--- src/hw/two_wire_pkg.sv ---
package two_wire_pkg;
  // Register byte offsets
  localparam logic [7:0] A_CTRL = 8'h00;
  localparam logic [7:0] A_DATA = 8'h04;
  localparam logic [7:0] A_STAT = 8'h08;
  localparam logic [7:0] A_ADDR = 8'h0C;
  localparam logic [7:0] A_IST = 8'h10;
  localparam logic [7:0] A_IEN = 8'h14;
  localparam logic [7:0] A_ICLR = 8'h18;
  // Control register bit positions
  localparam int C_FLAG = 7;
  localparam int C_ACK = 6;
  localparam int C_START = 5;
  localparam int C_STOP = 4;
  // Interrupt status bit positions
  localparam int I_JOB = 0;
  localparam int I_BERR = 1;
  // Status codes
  localparam logic [7:0] ST_ADDR_RD = 8'hA8;
  localparam logic [7:0] ST_ARB_RD = 8'hB0;
  localparam logic [7:0] ST_TX_ACK = 8'hB8;
  localparam logic [7:0] ST_TX_NACK = 8'hC0;
  localparam logic [7:0] ST_LAST_ACK = 8'hC8;
  localparam logic [7:0] ST_NONE = 8'hF8;
  localparam logic [7:0] ST_BERR = 8'h00;
  localparam logic [7:0] ST_M_START = 8'h08;
  localparam logic [7:0] ST_M_RSTART = 8'h10;
  localparam logic [7:0] ST_M_ACK = 8'h18;
  localparam logic [7:0] ST_M_NACK = 8'h20;
  // Reset values
  localparam logic [7:0] ADDR_RST = 8'h00;
  localparam logic [7:0] DATA_RST = 8'hFF;
  localparam logic [7:0] CODE_RST = 8'hF8;
  localparam logic [1:0] IEN_RST = 2'h0;
  // Master clock half period, time and cycles; bus response codes
  localparam int CLK_NS = 100;
  localparam int SCL_HALF_NS = 5000;
  localparam int HALF_CYC = SCL_HALF_NS / CLK_NS;
  localparam logic [1:0] RESP_OKAY = 2'h0;
  localparam logic [1:0] RESP_SLVERR = 2'h2;

  typedef struct packed {
    logic flag;
    logic ack_en;
    logic start_req;
    logic stop_req;
  } ctrl_t;

  typedef enum logic [3:0] {
    S_IDLE = 4'b0000,
    S_ADDR = 4'b0001,
    S_AACK = 4'b0010,
    S_TX = 4'b0011,
    S_DACK = 4'b0100,
    S_WAIT = 4'b0101,
    M_START = 4'b0110,
    M_HOLD = 4'b0111,
    M_STOP = 4'b1000,
    M_RSTART = 4'b1001,
    M_BIT = 4'b1010
  } state_t;
endpackage

--- src/hw/two_wire_slave_tx.sv ---
// The AXI4-Lite slave port and the register offsets are this design's own decisions.
`timescale 1ns/1ns
module two_wire_slave_tx #(
  parameter int HALF = two_wire_pkg::HALF_CYC
) (
  input wire logic I_CLOCK,
  input wire logic I_RST_N,
  input wire logic [7:0] I_AWADDR,
  input wire logic I_AWVALID,
  output logic O_AWREADY,
  input wire logic [31:0] I_WDATA,
  input wire logic [3:0] I_WSTRB,
  input wire logic I_WVALID,
  output logic O_WREADY,
  output logic [1:0] O_BRESP,
  output logic O_BVALID,
  input wire logic I_BREADY,
  input wire logic [7:0] I_ARADDR,
  input wire logic I_ARVALID,
  output logic O_ARREADY,
  output logic [31:0] O_RDATA,
  output logic [1:0] O_RRESP,
  output logic O_RVALID,
  input wire logic I_RREADY,
  input wire logic I_SCL,
  input wire logic I_SDA,
  output logic O_SCL,
  output logic O_SCL_OE,
  output logic O_SDA,
  output logic O_SDA_OE,
  output logic O_IRQ
);
  function automatic logic addr_ok(input logic [7:0] a);
    return a == two_wire_pkg::A_CTRL || a == two_wire_pkg::A_DATA ||
           a == two_wire_pkg::A_STAT || a == two_wire_pkg::A_ADDR ||
           a == two_wire_pkg::A_IST || a == two_wire_pkg::A_IEN ||
           a == two_wire_pkg::A_ICLR;
  endfunction

  two_wire_pkg::ctrl_t ctl_q, ctl_d;
  two_wire_pkg::state_t st_q, st_d;
  logic [7:0] sh_q, sh_d, dbuf_q, addr_q, code_q, code_d, wdata_q, awaddr_q, stat_rd;
  logic [3:0] cnt_q, cnt_d;
  logic [7:0] div_q, div_d;
  logic [1:0] ist_q, ist_d, ien_q, ev;
  logic ph_q, ph_d, sda_oe_q, sda_d, scl_oe_q, scl_d, ack_q, ack_d, last_q, last_d;
  logic arb_q, arb_d, rep_q, rep_d, set_flag, clr_stop, berr, go_q, bus_free_q;
  logic scl_m_q, scl_s_q, scl_p_q, sda_m_q, sda_s_q, sda_p_q, line_lo_q;
  logic aw_have_q, w_have_q, wstrb0_q, aw_rdy_q, w_rdy_q, bvalid_q, ar_rdy_q, rvalid_q;
  logic [1:0] bresp_q, rresp_q;
  logic [31:0] rdata_q;

  ////////////////////////////////////////////////////////////////////////////
  // Register bus
  wire wr_fire = aw_have_q & w_have_q & ~bvalid_q;
  wire wr_en = wr_fire & wstrb0_q;
  wire wr_ctrl = wr_en & (awaddr_q == two_wire_pkg::A_CTRL);
  wire flag_clr = wr_ctrl & wdata_q[two_wire_pkg::C_FLAG];
  wire aw_have_d = (aw_have_q & ~wr_fire) | (I_AWVALID & aw_rdy_q);
  wire w_have_d = (w_have_q & ~wr_fire) | (I_WVALID & w_rdy_q);
  wire rd_fire = I_ARVALID & ar_rdy_q;
  wire rvalid_d = rd_fire | (rvalid_q & ~I_RREADY);
  // Prescaler bits read as zero, so codes compare directly
  assign stat_rd = ctl_q.flag ? code_q : two_wire_pkg::ST_NONE;
  wire [7:0] rd_byte =
    (I_ARADDR == two_wire_pkg::A_CTRL) ? {ctl_q, 4'h0} :
    (I_ARADDR == two_wire_pkg::A_DATA) ? dbuf_q :
    (I_ARADDR == two_wire_pkg::A_STAT) ? stat_rd :
    (I_ARADDR == two_wire_pkg::A_ADDR) ? addr_q :
    (I_ARADDR == two_wire_pkg::A_IST) ? {6'h00, ist_q} :
    (I_ARADDR == two_wire_pkg::A_IEN) ? {6'h00, ien_q} : 8'h00;

  always_ff @(posedge I_CLOCK) begin
    if (!I_RST_N) begin
      aw_have_q <= 1'b0;
      w_have_q <= 1'b0;
      aw_rdy_q <= 1'b0;
      w_rdy_q <= 1'b0;
      bvalid_q <= 1'b0;
      bresp_q <= two_wire_pkg::RESP_OKAY;
      ar_rdy_q <= 1'b0;
      rvalid_q <= 1'b0;
      rresp_q <= two_wire_pkg::RESP_OKAY;
      rdata_q <= 32'h0000_0000;
      awaddr_q <= 8'h00;
      wdata_q <= 8'h00;
      wstrb0_q <= 1'b0;
    end else begin
      aw_have_q <= aw_have_d;
      w_have_q <= w_have_d;
      aw_rdy_q <= ~aw_have_d;
      w_rdy_q <= ~w_have_d;
      ar_rdy_q <= ~rvalid_d;
      rvalid_q <= rvalid_d;
      bvalid_q <= wr_fire | (bvalid_q & ~I_BREADY);
      if (I_AWVALID & aw_rdy_q) awaddr_q <= I_AWADDR;
      if (I_WVALID & w_rdy_q) begin
        wdata_q <= I_WDATA[7:0];
        wstrb0_q <= I_WSTRB[0];
      end
      if (wr_fire) bresp_q <= addr_ok(awaddr_q) ? two_wire_pkg::RESP_OKAY
                                                : two_wire_pkg::RESP_SLVERR;
      if (rd_fire) begin
        rdata_q <= {24'h00_0000, rd_byte};
        rresp_q <= addr_ok(I_ARADDR) ? two_wire_pkg::RESP_OKAY : two_wire_pkg::RESP_SLVERR;
      end
    end
  end

  ////////////////////////////////////////////////////////////////////////////
  // Control, data, address and interrupt registers
  always_comb begin
    ctl_d = ctl_q;
    if (wr_ctrl) begin
      ctl_d.ack_en = wdata_q[two_wire_pkg::C_ACK];
      ctl_d.start_req = wdata_q[two_wire_pkg::C_START];
      ctl_d.stop_req = wdata_q[two_wire_pkg::C_STOP];
    end else if (clr_stop) begin
      ctl_d.stop_req = 1'b0;
    end
    // A hardware set in the clearing cycle wins
    ctl_d.flag = set_flag | (ctl_q.flag & ~flag_clr);
  end

  assign ev = {berr, set_flag};
  wire iclr = wr_en & (awaddr_q == two_wire_pkg::A_ICLR);
  assign ist_d = ev | (ist_q & ~(iclr ? wdata_q[1:0] : 2'h0));

  always_ff @(posedge I_CLOCK) begin
    if (!I_RST_N) begin
      ctl_q <= '0;
      go_q <= 1'b0;
      dbuf_q <= two_wire_pkg::DATA_RST;
      addr_q <= two_wire_pkg::ADDR_RST;
      ist_q <= 2'h0;
      ien_q <= two_wire_pkg::IEN_RST;
      O_IRQ <= 1'b0;
    end else begin
      ctl_q <= ctl_d;
      go_q <= flag_clr & ctl_q.flag;
      if (wr_en && awaddr_q == two_wire_pkg::A_DATA) dbuf_q <= wdata_q;
      if (wr_en && awaddr_q == two_wire_pkg::A_ADDR) addr_q <= wdata_q;
      if (wr_en && awaddr_q == two_wire_pkg::A_IEN) ien_q <= wdata_q[1:0];
      ist_q <= ist_d;
      O_IRQ <= |(ist_d & ien_q);
    end
  end

  ////////////////////////////////////////////////////////////////////////////
  // Line synchronisers and condition detect
  always_ff @(posedge I_CLOCK) begin
    if (!I_RST_N) begin
      {scl_m_q, scl_s_q, scl_p_q} <= 3'h7;
      {sda_m_q, sda_s_q, sda_p_q} <= 3'h7;
      bus_free_q <= 1'b1;
      line_lo_q <= 1'b0;
    end else begin
      {scl_m_q, scl_s_q, scl_p_q} <= {I_SCL, scl_m_q, scl_s_q};
      {sda_m_q, sda_s_q, sda_p_q} <= {I_SDA, sda_m_q, sda_s_q};
      if (start_det) bus_free_q <= 1'b0;
      else if (stop_det) bus_free_q <= 1'b1;
      line_lo_q <= 1'b0;
    end
  end

  wire scl_rise = scl_s_q & ~scl_p_q;
  wire scl_fall = ~scl_s_q & scl_p_q;
  wire start_det = scl_s_q & scl_p_q & sda_p_q & ~sda_s_q;
  wire stop_det = scl_s_q & scl_p_q & ~sda_p_q & sda_s_q;
  wire frame_ev = start_det | stop_det;
  wire [7:0] in_byte = {sh_q[6:0], sda_s_q};
  wire match_rd = ctl_q.ack_en & (in_byte[7:1] == addr_q[7:1]) & in_byte[0];
  wire tx_code = code_q == two_wire_pkg::ST_ADDR_RD || code_q == two_wire_pkg::ST_ARB_RD ||
                 code_q == two_wire_pkg::ST_TX_ACK;
  wire div_done = div_q == 8'h00;

  ////////////////////////////////////////////////////////////////////////////
  // Transfer state machine
  always_comb begin
    st_d = st_q;
    sh_d = sh_q;
    cnt_d = cnt_q;
    div_d = div_done ? div_q : div_q - 8'h01;
    ph_d = ph_q;
    sda_d = sda_oe_q;
    scl_d = scl_oe_q;
    code_d = code_q;
    ack_d = ack_q;
    last_d = last_q;
    arb_d = arb_q;
    rep_d = rep_q;
    set_flag = 1'b0;
    clr_stop = 1'b0;
    berr = 1'b0;
    unique case (st_q)
      // Unaddressed: only a START matters, so a master clocking on reads ones
      two_wire_pkg::S_IDLE: begin
        if (start_det) begin
          st_d = two_wire_pkg::S_ADDR;
          cnt_d = 4'h0;
        end else if (ctl_q.start_req && bus_free_q && !ctl_q.flag) begin
          st_d = two_wire_pkg::M_START;
          sda_d = 1'b1;
          div_d = HALF[7:0];
          arb_d = 1'b0;
          rep_d = 1'b0;
        end
      end
      two_wire_pkg::S_ADDR: begin
        if (frame_ev && cnt_q != 4'h0) begin
          berr = 1'b1;
        end else if (stop_det) begin
          st_d = two_wire_pkg::S_IDLE;
        end else if (start_det) begin
          cnt_d = 4'h0;
        end else if (scl_rise) begin
          sh_d = in_byte;
          cnt_d = cnt_q + 4'h1;
          if (cnt_q == 4'h7) st_d = match_rd ? two_wire_pkg::S_AACK : two_wire_pkg::S_IDLE;
        end
      end
      two_wire_pkg::S_AACK: begin
        if (frame_ev) begin
          berr = 1'b1;
        end else if (scl_fall && !sda_oe_q) begin
          sda_d = 1'b1;
        end else if (scl_fall) begin
          sda_d = 1'b0;
          scl_d = 1'b1;
          set_flag = 1'b1;
          code_d = arb_q ? two_wire_pkg::ST_ARB_RD : two_wire_pkg::ST_ADDR_RD;
          st_d = two_wire_pkg::S_WAIT;
        end
      end
      two_wire_pkg::S_TX: begin
        if (frame_ev) begin
          berr = 1'b1;
        end else if (scl_fall && cnt_q == 4'h7) begin
          st_d = two_wire_pkg::S_DACK;
          sda_d = 1'b0;
        end else if (scl_fall) begin
          cnt_d = cnt_q + 4'h1;
          sh_d = {sh_q[6:0], 1'b1};
          sda_d = ~sh_q[6];
        end
      end
      two_wire_pkg::S_DACK: begin
        if (frame_ev) begin
          berr = 1'b1;
        end else if (scl_rise) begin
          ack_d = ~sda_s_q;
        end else if (scl_fall) begin
          st_d = two_wire_pkg::S_WAIT;
          scl_d = 1'b1;
          set_flag = 1'b1;
          code_d = !ack_q ? two_wire_pkg::ST_TX_NACK :
                   last_q ? two_wire_pkg::ST_LAST_ACK : two_wire_pkg::ST_TX_ACK;
        end
      end
      two_wire_pkg::S_WAIT: begin
        if (go_q) begin
          scl_d = 1'b0;
          st_d = two_wire_pkg::S_IDLE;
          if (code_q == two_wire_pkg::ST_BERR) begin
            clr_stop = ctl_q.stop_req;
          end else if (tx_code) begin
            st_d = two_wire_pkg::S_TX;
            sh_d = dbuf_q;
            cnt_d = 4'h0;
            sda_d = ~dbuf_q[7];
            last_d = ~ctl_q.ack_en;
          end
        end
      end
      two_wire_pkg::M_START: begin
        if (div_done) begin
          scl_d = 1'b1;
          set_flag = 1'b1;
          code_d = rep_q ? two_wire_pkg::ST_M_RSTART : two_wire_pkg::ST_M_START;
          st_d = two_wire_pkg::M_HOLD;
        end
      end
      // Bus stays held low here, so no other master can step in
      two_wire_pkg::M_HOLD: begin
        if (go_q) begin
          div_d = HALF[7:0];
          scl_d = 1'b0;
          ph_d = 1'b0;
          if (ctl_q.stop_req) begin
            st_d = two_wire_pkg::M_STOP;
          end else if (ctl_q.start_req) begin
            st_d = two_wire_pkg::M_RSTART;
            sda_d = 1'b0;
          end else begin
            st_d = two_wire_pkg::M_BIT;
            scl_d = 1'b1;
            sh_d = dbuf_q;
            cnt_d = 4'h0;
            sda_d = ~dbuf_q[7];
          end
        end
      end
      two_wire_pkg::M_STOP, two_wire_pkg::M_RSTART: begin
        if (!scl_s_q) begin
          div_d = HALF[7:0];
        end else if (div_done) begin
          div_d = HALF[7:0];
          sda_d = st_q == two_wire_pkg::M_RSTART;
          rep_d = 1'b1;
          clr_stop = st_q == two_wire_pkg::M_STOP;
          st_d = (st_q == two_wire_pkg::M_STOP) ? two_wire_pkg::S_IDLE : two_wire_pkg::M_START;
        end
      end
      two_wire_pkg::M_BIT: begin
        if (!ph_q) begin
          if (div_done) begin
            scl_d = 1'b0;
            ph_d = 1'b1;
            div_d = HALF[7:0];
          end
        end else if (!scl_s_q) begin
          div_d = HALF[7:0]; // Another party stretching
        end else if (!div_done) begin
        end else if (cnt_q == 4'h8) begin
          ack_d = ~sda_s_q;
          scl_d = 1'b1;
          set_flag = 1'b1;
          code_d = sda_s_q ? two_wire_pkg::ST_M_NACK : two_wire_pkg::ST_M_ACK;
          st_d = two_wire_pkg::M_HOLD;
        end else if (!sda_oe_q && !sda_s_q) begin
          arb_d = 1'b1;
          sh_d = in_byte;
          cnt_d = cnt_q + 4'h1;
          st_d = (cnt_q == 4'h7) ? two_wire_pkg::S_IDLE : two_wire_pkg::S_ADDR;
        end else begin
          scl_d = 1'b1;
          ph_d = 1'b0;
          div_d = HALF[7:0];
          sh_d = in_byte;
          cnt_d = cnt_q + 4'h1;
          sda_d = (cnt_q == 4'h7) ? 1'b0 : ~sh_q[6];
        end
      end
      default: begin
        st_d = two_wire_pkg::S_IDLE;
      end
    endcase
    // Error releases both lines and sends no STOP
    if (berr) begin
      st_d = two_wire_pkg::S_WAIT;
      code_d = two_wire_pkg::ST_BERR;
      set_flag = 1'b1;
      sda_d = 1'b0;
      scl_d = 1'b0;
    end
  end

  always_ff @(posedge I_CLOCK) begin
    if (!I_RST_N) begin
      st_q <= two_wire_pkg::S_IDLE;
      {sh_q, cnt_q, div_q, ph_q} <= 21'h000000;
      {sda_oe_q, scl_oe_q, ack_q, last_q, arb_q, rep_q} <= 6'h00;
      code_q <= two_wire_pkg::CODE_RST;
    end else begin
      st_q <= st_d;
      {sh_q, cnt_q, div_q, ph_q} <= {sh_d, cnt_d, div_d, ph_d};
      {sda_oe_q, scl_oe_q, ack_q, last_q, arb_q, rep_q} <=
        {sda_d, scl_d, ack_d, last_d, arb_d, rep_d};
      code_q <= code_d;
    end
  end

  assign {O_AWREADY, O_WREADY, O_BVALID, O_BRESP} = {aw_rdy_q, w_rdy_q, bvalid_q, bresp_q};
  assign {O_ARREADY, O_RVALID, O_RDATA, O_RRESP} = {ar_rdy_q, rvalid_q, rdata_q, rresp_q};
  assign {O_SCL, O_SDA, O_SCL_OE, O_SDA_OE} = {line_lo_q, line_lo_q, scl_oe_q, sda_oe_q};
endmodule

--- config.mk ---
export PLATFORM = sky130hd
export DESIGN_NAME = two_wire_slave_tx
export DESIGN_NICKNAME = d
export VERILOG_FILES = /design/src/hw/two_wire_pkg.sv /design/src/hw/two_wire_slave_tx.sv
export SDC_FILE = /design/constraint.sdc
export NUM_CORES = 1
export LEC_CHECK = 0
export BUFFER_PORTS_ARGS = -buffer_cell sky130_fd_sc_hd__buf_2
export CORE_MARGIN = 1.5
export CORE_UTILIZATION = 35
export CTS_CLUSTER_DIAMETER = 30
export DETAILED_ROUTE_END_ITERATION = 10
export GPL_TIMING_DRIVEN = 1
export HOLD_SLACK_MARGIN = 0.08
export PLACE_DENSITY = 0.61
export SETUP_SLACK_MARGIN = 0.3
export SYNTH_ARGS = -nofsm -noshare
export SYNTH_HDL_FRONTEND = slang
export SYNTH_SLANG_ARGS = --single-unit
--- constraint.sdc ---
create_clock -name I_CLOCK -period 2.7 [get_ports I_CLOCK]
set_input_delay 0.81 -clock I_CLOCK [delete_from_list [all_inputs] [get_ports I_CLOCK]]
set_output_delay 0.81 -clock I_CLOCK [all_outputs]
set_load 0.02 [all_outputs]
==> Word-level counts from Yosys, hierarchy flattened <==
Cells that the tools add are included.
{ "word_totals": {"register_bits": 107, "latchBits": 0, "ram_bits": 0, "mem_bits_ro": 0, "out_inout_bits": 46, "elab_cells": 452, "memories": 0} }
{ "op_classes": {"add_sub_neg": 2, "n_mul": 0, "n_div": 0, "magnitude_cmp": 0, "eq_ne": 97, "shifts": 0, "muxes": 197, "bitwise": 51, "n_reduce_logical": 61} }
{ "ops": {"columns": ["cell", "n"], "rows": [
  ["two-way mux 8 bit", 28],
  ["two-way mux 4 bit", 42],
  ["two-way mux 7 bit", 19],
  ["inequality test 3 bit (second input constant)", 29],
  ["two-way mux 1 bit", 79],
  ["inequality test 2 bit (second input constant)", 34],
  ["case mux 8 bit (4 select lines)", 2],
  ["equality test 8 x 5 -> 1 bit (second input constant)", 6],
  ["case mux 4 bit (10 select lines)", 1],
  ["AND reduction 20 bit", 2],
  ["AND reduction 12 bit", 3],
  ["AND reduction 18 bit", 2],
  ["case mux 7 bit (5 select lines)", 1],
  ["equality test 8 x 4 -> 1 bit (second input constant)", 4],
  ["zero test 8 bit", 4],
  ["AND 1 bit", 24],
  ["equality test 8 bit (second input constant)", 3],
  ["case mux 4 bit (6 select lines)", 1],
  ["equality test 4 x 3 -> 1 bit (second input constant)", 5],
  ["two-way mux 2 bit", 10],
  ["inequality test 4 bit (second input constant)", 5],
  ["AND reduction 19 bit", 1],
  ["inverter 1 bit", 17],
  ["equality test 4 bit (second input constant)", 4],
  ["other kinds (34)", 82]
]} }

==> Depth between registers and ports, before layout <==
{ "depth": {"word_depth": 11, "ltp_mapped": 10, "depth_no_buf": 9} }

==> Worst setup path after synthesis <==
No wires, ideal clock.
{ "synth_timing": {"path_kind": "input-to-reg", "startpoint": "input port I_ARADDR[7]", "endpoint": "register rdata_q[0] (netlist: O_RDATA[0])", "arrival_ns": 2.210, "t_required_ns": 2.641, "setup_slack_ns": 0.431, "path_stages": 5, "path_cell_list": "or4_1 > nor3_1 > nand3b_1 > o21ai_0 > a22o_1"} }
{ "synth_via": {"elab_chain_len": 7, "word_cells_on_any_way": 12} }
{ "synth_lines": {"columns": ["element", "line_no", "text"], "rows": [
  ["start, declared", "two_wire_slave_tx.sv:18", "input wire logic [7:0] I_ARADDR,"],
  ["equality test 8 x 5 -> 1 bit", "two_wire_slave_tx.sv:71", "(I_ARADDR == two_wire_pkg::A_IEN) ? {6'h00, ien_q} : 8'h00;"],
  ["two-way mux 2 bit", "two_wire_slave_tx.sv:71", null],
  ["two-way mux 2 bit", "two_wire_slave_tx.sv:70", "(I_ARADDR == two_wire_pkg::A_IST) ? {6'h00, ist_q} :"],
  ["two-way mux 8 bit", "two_wire_slave_tx.sv:69", "(I_ARADDR == two_wire_pkg::A_ADDR) ? addr_q :"],
  ["two-way mux 8 bit", "two_wire_slave_tx.sv:68", "(I_ARADDR == two_wire_pkg::A_STAT) ? stat_rd :"],
  ["two-way mux 8 bit", "two_wire_slave_tx.sv:67", "(I_ARADDR == two_wire_pkg::A_DATA) ? dbuf_q :"],
  ["two-way mux 8 bit *", "two_wire_slave_tx.sv:66", "(I_ARADDR == two_wire_pkg::A_CTRL) ? {ctl_q, 4'h0} :"],
  ["end signal, assigned", "two_wire_slave_tx.sv:104", "rdata_q <= {24'h00_0000, rd_byte};"],
  ["end, declared", "two_wire_slave_tx.sv:51", "logic [31:0] rdata_q;"]
]} }
Every way passes the cells marked *; elsewhere a longest branch is shown, timed or not.
A chain may end at the register's enable or synchronous reset.

==> Worst setup path in the final report <==
{ "layout_timing": {"startpoint": "register st_q[1]", "endpoint": "register cnt_q[3]"} }
{ "layout_via": {"elab_chain_len": 3, "word_cells_on_any_way": 26} }
{ "layout_lines": {"columns": ["element", "line_no", "text"], "rows": [
  ["start, declared", "two_wire_slave_tx.sv:41", "two_wire_pkg::state_t st_q, st_d;"],
  ["start signal, assigned", "two_wire_slave_tx.sv:360", "st_q <= two_wire_pkg::S_IDLE;"],
  ["start signal, assigned", "two_wire_slave_tx.sv:365", "st_q <= st_d;"],
  ["equality test 4 bit (tied with other cells)", "two_wire_slave_tx.sv:195", "unique case (st_q)"],
  ["nonzero test 6 bit (no line) (tied with other cells)", null, null],
  ["AND reduction 18 bit (no line)", null, null],
  ["end signal, assigned", "two_wire_slave_tx.sv:366", "{sh_q, cnt_q, div_q, ph_q} <= {sh_d, cnt_d, div_d, ph_d};"],
  ["end, declared", "two_wire_slave_tx.sv:43", "logic [3:0] cnt_q, cnt_d;"]
]} }
Parallel ways exist; a longest one is shown, timed or not.

==> flow_metrics.tcl <==
set metrics [dict create \
    max_stage_delay_ps 520 \
    worstPathCellList "buf_4, or2_1, or3_1, o2111ai_2, nand4_4, or4_1, a21oi_1" \
    synth_edf_count 0 \
    layout_min_cycle_time_ps 2309 \
    min_delay_path_depth 1 \
    first_iter_violations 323 \
    status "finished clean" \
    firstDrtPassIters 5 \
    holdPathEnd "scl_s_q" \
    dp_slack_ps 260.6 \
    diodes 0 \
    irDropWorstVdd_uv 302.9 \
    crit_path_end_kind "register" \
    numCtsBuffers 9 \
    drc 0 \
    postRouteAntennaNets 0 \
    post-synth-top-area-cell "dfxtp_1" \
    hp-class "register to register" \
    via_per_inst 5.280 \
    die_w_um 130.0 \
    min_from "scl_m_q" \
    syn-instance-count 694 \
    yosysMostFrequentCell "dfxtp_1" \
    clk_latency_ps 350 \
    path_depth 7 \
    area_growth_pct 15.19 \
    syn_area_um2 5642 \
    drv_cap 0 \
    worstPathRequired_ps 2990 \
    crit_fanout 14 \
    path_clk_slew_ps 70 \
    slew_viol_final 0 \
    yosysTopAreaCellShare_pct 36.19 \
    cts_tree "built" \
    fmax_ghz 0.4332 \
    startpoint_type "register" \
    grt_pass1_wl_mm 24.60 \
    cts_buffer_depth 2 \
    rsz0062_at_grt "yes" \
    core_um2 15830 \
    synth_common_cells "dfxtp_1, nand2_1, a21oi_1" \
    vias 5122 \
    yosysSeqAreaShare_pct 36.19 \
    dpl.hpwl_mm 11.28 \
    fin_setup_tns_ps 0 \
    worstReg2RegStart "st_q[1]" \
    root_buffer "clkbuf_16" \
    ys.flop_type "dfxtp_1" \
    crit_path_top_delay_cell "or4_1" \
    async_flop_share_pct 0 \
    slew_headroom_pct 59.74 \
    h-tree-depth 3 \
    rrSetupSlack_ps 390 \
    finClkSkew_ps 5.241 \
    cpLargestDelayFamily "simple AND/OR/NAND/NOR gates" \
    postCtsHoldBufs 0 \
    num_io_pins 107 \
    rows 46 \
    grtUsageTotal_pct 18.69 \
    start_util_pct 35.64 \
    ys_warn_count 0 \
    grt_start_max_net_pins 35 \
    hold_viol 0 \
    reg2reg_depth 7 \
    p_per_area_nw_per_um2 741.7 \
    setup_viol 0 \
    cts.sinks 102 \
    drive_above_1_share_pct 18.17 \
    antenna_found_initial 0 \
    worstPathArrival_ps 2600 \
    dieHeight_um 130.0 \
    fin_ws_ps 391.4 \
    r2r_end "cnt_q[3]" \
    nNetsFinal 814 \
    die_area_um2 16890 \
    wirelength_mm 15.25 \
    fin_crit_sh_pct 85.50 \
    postSynthAreaPerCell_um2 8.129 \
    wl_per_cell_um 15.72 \
    leakage_nw 2.668 \
    gp_congestion 0.9498 \
    ys_types 76 \
    synth-seq-cells 102 \
    critPathKind "register to register" \
    io_buffers 51 \
    grt_pass1_vias 4550 \
    path_buf_inv 1 \
    ys_top_cells_by_area "dfxtp_1, nand2_1, mux2i_1, a21oi_1, buf_4" \
    overflow 0 \
    total_power_w 0.004820 \
    tightest_slew_ps 595.5 \
]
[cell usage in the layout (no fill, tap or decap), types with 4 or more instances in the layout]
cell,instances
o31ai_1,7
o21a_1,4
nor2b_1,9
nand4b_1,4
dfxtp_2,4
o211ai_1,9
nand2_1,92
xor2_1,8
o22ai_1,4
buf_4,36
and3_1,7
nor3b_1,4
nor4_1,6
mux2_2,7
dfxtp_1,98
o21ai_0,36
and2_1,8
clkbuf_16,9
nor2_1,55
nand2b_1,18
inv_1,11
nor3_1,14
a31oi_1,6
mux2i_1,33
conb_1,28
nand3_1,25
nand3b_1,6
a21oi_1,57
buf_2,51
nand4_1,6
or4_1,5
[worst register-to-register path: cells and delay by family (launching register included)]
family,cells,cell delay [ps]
flip-flops,1,410
buffers and inverters,1,220
AO/OA/AOI/OAI,2,250
AND/OR/NAND/NOR,4,1380
[how the worst max path moves through the flow]
stage / start / end / slack, ps
CTS: st_q[0] / cnt_q[2] / 290
global placement: cnt_q[0] / st_q[1] / 280
detailed placement: cnt_q[0] / st_q[1] / 260
floorplan: I_ARADDR[7] / O_RDATA[0] / 430
global route: div_q[0] / cnt_q[3] / 290
finish: st_q[1] / cnt_q[3] / 390
[through the flow]
step	instance area [um2]	utilization, %	hold WS (ps)	std cells
after floorplan	5743	-	386.3	721
after global placement	6141	38.80	393.9	950
after detailed placement	6141	38.80	396.9	950
after CTS	6430	40.62	413.4	966
after global routing	6499	41.06	445.0	970
final	6499	41.06	410.4	970
[where the power goes]
part	switching, W	internal [W]	total (W)
Combinational	0.000988	0.000723	0.00171
Clock	0.000632	0.000642	0.00127
Sequential	0.000194	0.00164	0.00183
[cell families after synthesis]
group                      synth area share, %
xor gates and xnor gates                 1.708
muxes                                    8.450
buffers and inverters                    8.161
AOI/OAI and AO/OA                        18.74
and+or+nand+nor                          25.62
other                                  0.06647
adders and majority gates                1.065
DFF                                      36.19
[sequential cells by signal, summed over array words and instances (netlist names), 4 cells and up]
name	cells
dbuf_q	8
div_q	8
cnt_q	4
ctl_q	4
addr_q	8
sh_q	7
wdata_q	8
O_RDATA	8
code_q	5
st_q	4
awaddr_q	8
[repair_timing]
| action | CTS | global route |
|---|---|---|
| pin swaps | 0 | 3 |
| resized for setup | 2 | 11 |
| setup buffers | 0 | 4 |
| hold endpoints to repair | 0 | 0 |
| endpoints found under the setup margin | 2 | 20 |
[per-layer routing]
metal,routed length [um],GRT usage [%],up-vias
met2,6593,26.64,166
met3,954,3.813,20
met4,293,7.908,0
met5,0,0,-
met1,7410,27.16,2393
li1,-,-,2543
[final cells by class]
type | count | area [um2]
Fill cell | 1656 | 9329
Multi-Input combinational cell | 533 | 3276
Sequential cell | 102 | 2047
Timing Repair Buffer | 89 | 565.5
Tap cell | 216 | 270.3
Clock buffer | 10 | 229.0
Clock inverter | 6 | 58.81
Inverter | 14 | 52.55
Power figures use the tool's default switching activity.
